[src/core/dwd_map.vh]
// Overview of operation
// - Select 00 loads channel B and buffer
// - Select 01 loads buffer only
// - Select 10 loads A, buffer to B
// - Select 11 writes control register
// - Value is data bits eleven to two
// - Control uses two lowest bits; speed and power bits apply too
// - Codes 00/11 external, 01 low, 10 high
// - Output changes on next rising clock
// - Buffer then transfer updates both together
// - Reference selection kept across channel writes
// - Bit thirteen set forces power down
// - Bit fourteen fast, thirteen zero normal
// - MSB first on falling serial edges
// - Transfer at sixteen bits or select rise
// - Reset clears all latches to zero
`ifndef DWD_MAP_VH
`define DWD_MAP_VH
`define DWD_WORD_BITS 16
`define DWD_BIT_SEL_HI 15
`define DWD_BIT_SPEED 14
`define DWD_BIT_PWRDN 13
`define DWD_BIT_SEL_LO 12
`define DWD_VAL_MSB 11
`define DWD_VAL_LSB 2
`define DWD_TGT_B_BUF 2'b00
`define DWD_TGT_BUF 2'b01
`define DWD_TGT_A_XFER 2'b10
`define DWD_TGT_CTRL 2'b11
`define DWD_REF_EXT 2'b00
`define DWD_REF_1V024 2'b01
`define DWD_REF_2V048 2'b10
`define DWD_REF_EXT_ALT 2'b11
`endif

[src/core/dwd_decoder.v]
`default_nettype none
`include "dwd_map.vh"
// Serial word decoder for a dual ten-bit DAC. Pins sampled on clk_sys_i.
module dwd_decoder
(
  input  wire       clk_sys_i,
  input  wire       reset_n_i,
  input  wire       cs_n_i,
  input  wire       sclk_i,
  input  wire       din_i,
  output reg  [9:0] channel_a_o,
  output reg  [9:0] channel_b_o,
  output reg  [9:0] staging_o,
  output reg  [1:0] vref_sel_o,
  output reg        vref_internal_o,
  output reg        vref_high_o,
  output reg        settling_fast_o,
  output reg        powerdown_o,
  output reg        update_a_o,
  output reg        update_b_o
);
  wire        cs_n_s;
  wire        sclk_s;
  wire        din_s;
  reg         sclk_q;
  reg         din_q;
  wire [15:0] word;
  wire        word_valid;
  wire [1:0]  target;
  wire [9:0]  value;
  wire [1:0]  next_ref;

  dwd_sync u_cs
  (
    .clk_sys_i (clk_sys_i),
    .reset_n_i (reset_n_i),
    .async_i   (cs_n_i),
    .sync_o    (cs_n_s)
  );
  dwd_sync u_sclk
  (
    .clk_sys_i (clk_sys_i),
    .reset_n_i (reset_n_i),
    .async_i   (sclk_i),
    .sync_o    (sclk_s)
  );
  dwd_sync u_din
  (
    .clk_sys_i (clk_sys_i),
    .reset_n_i (reset_n_i),
    .async_i   (din_i),
    .sync_o    (din_s)
  );

  // Data delayed to line up with the detected clock edge
  always @(posedge clk_sys_i)
  begin
    if (!reset_n_i)
    begin
      sclk_q <= 1'b0;
      din_q  <= 1'b0;
    end
    else
    begin
      sclk_q <= sclk_s;
      din_q  <= din_s;
    end
  end

  dwd_shifter u_shift
  (
    .clk_sys_i    (clk_sys_i),
    .reset_n_i    (reset_n_i),
    .cs_active_i  (~cs_n_s),
    .sclk_fall_i  (sclk_q & ~sclk_s),
    .sclk_rise_i  (~sclk_q & sclk_s),
    .din_i        (din_q),
    .word_o       (word),
    .word_valid_o (word_valid)
  );

  assign target = {word[`DWD_BIT_SEL_HI], word[`DWD_BIT_SEL_LO]};
  assign value = word[`DWD_VAL_MSB:`DWD_VAL_LSB];
  assign next_ref = word[1:0];

  always @(posedge clk_sys_i)
  begin
    if (!reset_n_i)
    begin
      channel_a_o     <= 10'h000;
      channel_b_o     <= 10'h000;
      staging_o       <= 10'h000;
      vref_sel_o      <= 2'h0;
      vref_internal_o <= 1'b0;
      vref_high_o     <= 1'b0;
      settling_fast_o <= 1'b0;
      powerdown_o     <= 1'b0;
      update_a_o      <= 1'b0;
      update_b_o      <= 1'b0;
    end
    else
    begin
      update_a_o <= 1'b0;
      update_b_o <= 1'b0;
      if (word_valid)
      begin
        settling_fast_o <= word[`DWD_BIT_SPEED];
        powerdown_o <= word[`DWD_BIT_PWRDN];
        case (target)
          `DWD_TGT_B_BUF:
          begin
            channel_b_o <= value;
            staging_o   <= value;
            update_b_o  <= 1'b1;
          end
          `DWD_TGT_BUF:
            staging_o <= value;
          // A plus transfer; both same edge
          `DWD_TGT_A_XFER:
          begin
            channel_a_o <= value;
            channel_b_o <= staging_o;
            update_a_o  <= 1'b1;
            update_b_o  <= 1'b1;
          end
          `DWD_TGT_CTRL:
          begin
            vref_sel_o <= next_ref;
            vref_internal_o <= (next_ref == `DWD_REF_1V024) ||
                               (next_ref == `DWD_REF_2V048);
            vref_high_o     <= (next_ref == `DWD_REF_2V048);
          end
          default:
            staging_o <= staging_o;
        endcase
      end
    end
  end
endmodule // dwd_decoder
`default_nettype wire

[src/core/dwd_sync.v]
`default_nettype none
module dwd_sync
(
  input  wire clk_sys_i,
  input  wire reset_n_i,
  input  wire async_i,
  output reg  sync_o
);
  reg meta;
  always @(posedge clk_sys_i)
  begin
    if (!reset_n_i)
    begin
      meta   <= 1'b0;
      sync_o <= 1'b0;
    end
    else
    begin
      meta   <= async_i;
      sync_o <= meta;
    end
  end
endmodule // dwd_sync
`default_nettype wire

[src/core/dwd_shifter.v]
`default_nettype none
`include "dwd_map.vh"
module dwd_shifter
(
  input  wire        clk_sys_i,
  input  wire        reset_n_i,
  input  wire        cs_active_i,
  input  wire        sclk_fall_i,
  input  wire        sclk_rise_i,
  input  wire        din_i,
  output reg  [15:0] word_o,
  output reg         word_valid_o
);
  reg [15:0] shreg;
  reg [4:0]  count;
  reg        pend;
  reg        cs_q;
  always @(posedge clk_sys_i)
  begin
    if (!reset_n_i)
    begin
      shreg        <= 16'h0000;
      count        <= 5'h00;
      pend         <= 1'b0;
      cs_q         <= 1'b0;
      word_o       <= 16'h0000;
      word_valid_o <= 1'b0;
    end
    else
    begin
      cs_q         <= cs_active_i;
      word_valid_o <= 1'b0;
      if (cs_active_i && !cs_q)
      begin
        // Fresh frame: short words come out right aligned
        shreg <= 16'h0000;
        count <= 5'h00;
        pend  <= 1'b0;
      end
      else if (cs_active_i && sclk_fall_i && count < 5'h10)
      begin
        shreg <= {shreg[14:0], din_i};
        count <= count + 5'h01;
        if (count == 5'h0f)
        begin
          word_o <= {shreg[14:0], din_i};
          pend   <= 1'b1;
        end
      end
      else if (pend && cs_active_i && sclk_rise_i)
      begin
        pend         <= 1'b0;
        word_valid_o <= 1'b1;
      end
      // select rise completes word
      // A full word already applied on the clock rise is not applied again
      else if (!cs_active_i && cs_q && count != 5'h00 &&
               !(count == 5'h10 && !pend))
      begin
        if (!pend)
          word_o <= shreg;
        pend         <= 1'b0;
        count        <= 5'h00;
        word_valid_o <= 1'b1;
      end
    end
  end
endmodule // dwd_shifter
`default_nettype wire

[config.mk]
export PLATFORM = sky130hd
export DESIGN_NAME = dwd_decoder
export DESIGN_NICKNAME = d
export VERILOG_FILES = /design/src/core/dwd_decoder.v /design/src/core/dwd_sync.v /design/src/core/dwd_shifter.v
export VERILOG_INCLUDE_DIRS = /design/src /design/src/core
export SDC_FILE = /design/constraint.sdc
export NUM_CORES = 1
export LEC_CHECK = 0
export CORE_AREA = 2 2 75 91
export DETAILED_ROUTE_END_ITERATION = 16
export DIE_AREA = 0 0 77 93
export DONT_BUFFER_PORTS = 1
export PLACE_DENSITY = 0.74
export SLEW_MARGIN = 10
export SYNTH_ARGS = -nofsm -noshare
export SYNTH_HDL_FRONTEND = slang
export SYNTH_SLANG_ARGS = --single-unit
export TNS_END_PERCENT = 20
[constraint.sdc]
create_clock -name clk_sys_i -period 2.2 [get_ports clk_sys_i]
set_input_delay 0.22 -clock clk_sys_i [delete_from_list [all_inputs] [get_ports clk_sys_i]]
set_output_delay 0.22 -clock clk_sys_i [all_outputs]
set_load 0.005 [all_outputs]
==> impl_results.md <==
- Status: finished clean
- Die H: 93 um
- Sw Pwr: 0.592 mW
- Core ar.: 0.00633 sq mm
- Die ar.: 0.00716 sq mm
- Synthesized instance count: 358
- Internal power: 2.17 mW
- Largest cells by area after synthesis: dfxtp_1 (53%), nor2_1 (9.1%), mux2i_1 (6.2%), a21oi_1 (5.6%), nand2_1 (5.6%)
- H-tree depth: 3
- Io pins: 43
- Initial antenna violation count: 0
- Sw Share: 21.4%
- Syn avg cell area: 9.01 sq um
- RSZ-0062 raised after global routing: no
- Slowest CP cell: or4b_1
- Via count: 2367
- Worst min path class: in -> reg
- Max Clock Skew: 0.0112 ns
- Post-layout min period: 1.77 ns
- Met3 usage: 3.86%
- First-pass GRT wire length: 10200 um
- Max FO, Critical Path: 22
- Cts bufs inserted: 9
- Final worst path period share: 80.3%
- Clock Sinks: 86
- Leakage: 1.29 nW
- CTS tree: yes
- Final setup margin: 0.433 ns
- WL per Instance: 13.4 um
- # setup viols final: 0
- Vias in the first global route: 2238
- Max Cap Viol: 0
- Placed cell area: 0.00329 sq mm
- Post-CTS sizing: 0
- Starting Density: 51.0%
- Crit. End Element: flip-flop
- Row cnt: 32
- DRC Markers: 0
- Critical Path AT: 1.99 ns
- Pre-Repair DR Iteration Count: 4
- Leading area contributor after synthesis: dfxtp_1
- GR Util met1: 20.4%
- Slowest stage delay, CP: 0.59 ns
- Synth warn: 0
- Clk Latency, worst-skew pair: 0.35 ns
- Pre-CTS setup slack: 0.428 ns
- Worst-path clk slew: 0.09 ns
- Worst Setup Start Kind: flip-flop
- Logic pwr share: 2.1%
- Finished Cell Area: 0.00354 sq mm
- Fraction of layout cells with a size suffix above 1: 11.3%
- Grt ovf: 0
- Largest net degree at the start of global routing: 33
- Detailed Place HPWL: 4000 um
- Slew HR: 49.3%
- Ant diodes: 0
- Fmax: 566 MHz
- Synthesis-to-finish area growth: 9.69%
- Die W: 77 um
- Max-slew violations: 0
- VDD IR-drop max: 0.365 mV
- Commonest non-fill, non-tap cell in the layout: dfxtp_1
- Fin. Hold Viols: 0
- Crit Path Category: reg -> reg
- Total track usage: 17.7%
- Power Dens Cells: 780 mW/mm^2
- Syn nets: 367
- Post-DRT Antenna Nets: 0
- Most frequent cells in the layout: dfxtp_1 (86), nor2_1 (78), nand2_1 (48)
- Most used routing layer: met2
- DR vias/cell: 5.30
- Pwr Total: 2.76 mW
- DRT Wirelength: 5980 um
- Worst Path Required: 2.43 ns
- Final setup TNS: 0 ns
- Root Driver: clkbuf_8
- Yosys reg bits: 86
- Fin nets: 367
- Fillers: 588
- Cell area after synthesis: 0.00323 sq mm
- # port buffers: 0
- Met2 Use GR: 30.4%
- 1st-iter DRT viols: 130
- Yosys cell types: 31
- Clock buffer depth: 2
- Slew of the pin with the lowest slew margin: 0.760 ns
- Placer Congestion: 0.823
- Sequential power share: 56.8%
- Yosys top cell area share: 53.4%
- Clock share of power: 41.1%
- Seq/Total Area, Yosys: 53.4%
- Critical-path cell list: or4b_1 > buf_4 > mux2i_1 > a211oi_2
==> path summary, 6_finish.rpt <==
| path | from | end | slack, ns | cells past startpoint |
|---|---|---|---|---|
| worst min register to register | u_sclk.meta$_SDFF_PN0_ | u_sclk.sync_o$_SDFF_PN0_ | 0.44 | 1 |
| worst max register to register | u_cs.sync_o$_SDFF_PN0_ | u_shift.word_o[4]$_SDFFE_PN0P_ | 0.43 | 4 |
| worst max-delay path | u_cs.sync_o$_SDFF_PN0_ | u_shift.word_o[4]$_SDFFE_PN0P_ | 0.43 | 4 |
| worst min-delay path | reset_n_i | u_shift.cs_q$_SDFF_PN0_ | 0.20 | 2 |
==> kinds of logic after synthesis <==
logic type	count (synthesis)	share of synthesized area, %
and+or+nand+nor	162	21.4
muxes	20	6.20
AOI/OAI and AO/OA	59	13.6
DFF	86	53.4
adders and majority gates	4	1.55
buffers and inverters	27	3.84
==> stage by stage <==
stage | std cells | utilization, % | hold slack (ns)
floorplan | 358 | - | 0.342
global placement | 428 | 52.1 | 0.343
detailed placement | 428 | 52.1 | 0.345
CTS | 447 | 56.0 | 0.188
global route | 447 | 56.0 | 0.213
finish | 447 | 56.0 | 0.199
==> critical path: cells and delay by family (launching register included) <==
kind,cells,cell delay [ns]
and+or+nand+nor,1,0.59
DFF,1,0.37
muxes,1,0.29
buffers and inverters,1,0.27
AOI/OAI and AO/OA,1,0.11
==> what timing repair did <==
action | in CTS | in global routing
buffers inserted | 0 | 0
endpoints found under the hold margin | 8 | 0
hold buffers | 4 | 0
==> power groups by stage <==
stage / clock (mW) / combinational [mW] / sequential (mW)
floorplan: 0 / 0.0404 / 1.60
global placement: 0 / 0.0520 / 1.60
detailed placement: 0 / 0.0521 / 1.60
CTS: 1.16 / 0.0586 / 1.57
global route: 1.22 / 0.0648 / 1.57
finish: 1.13 / 0.0583 / 1.57
==> registers in the layout, indices dropped and copies added (netlist names), 2 cells and up <==
register and flops:
staging_o 10, channel_a_o 10, u_shift.word_o 16, vref_sel_o 2, u_shift.shreg 16, u_shift.count 5, channel_b_o 10
==> area by class of cell <==
cell class              count  area, sq um  share of cell area, %
clock inverters             4         55.1                   1.56
clock buffers              11          151                   4.28
well taps                  85          106                   3.00
multi-input cells         245         1380                   39.0
inverters                   5         18.8                  0.530
flip-flops and latches     86         1720                   48.6
repair buffers             11          105                   2.97
==> metal layers <==
metal  vias to the layer above  share of wire (%)
li1                       1192                  -
met1                      1095                 43
met2                        70                 50
met3                        10                5.2
met4                         0                1.7
met5                         -                  0
==> cell usage after synthesis, drive strengths merged <==
| master | instances |
|---|---|
| nand3 | 4 |
| mux2i | 20 |
| nor2 | 78 |
| inv | 5 |
| buf | 9 |
| a21o | 1 |
| nand4bb | 1 |
| o21ai | 2 |
| nor3 | 12 |
| and3 | 1 |
| o31ai | 1 |
| nor2b | 1 |
| a211oi | 16 |
| nor4b | 1 |
| a311oi | 1 |
| a21oi | 36 |
| nand2b | 2 |
| nor3b | 1 |
| dfxtp | 86 |
| or4b | 1 |
| or2 | 2 |
| and2 | 10 |
| o32ai | 1 |
| ha | 4 |
| nand2 | 48 |
| clkbuf | 13 |
| a31o | 1 |
Power figures use the tool's default switching activity.
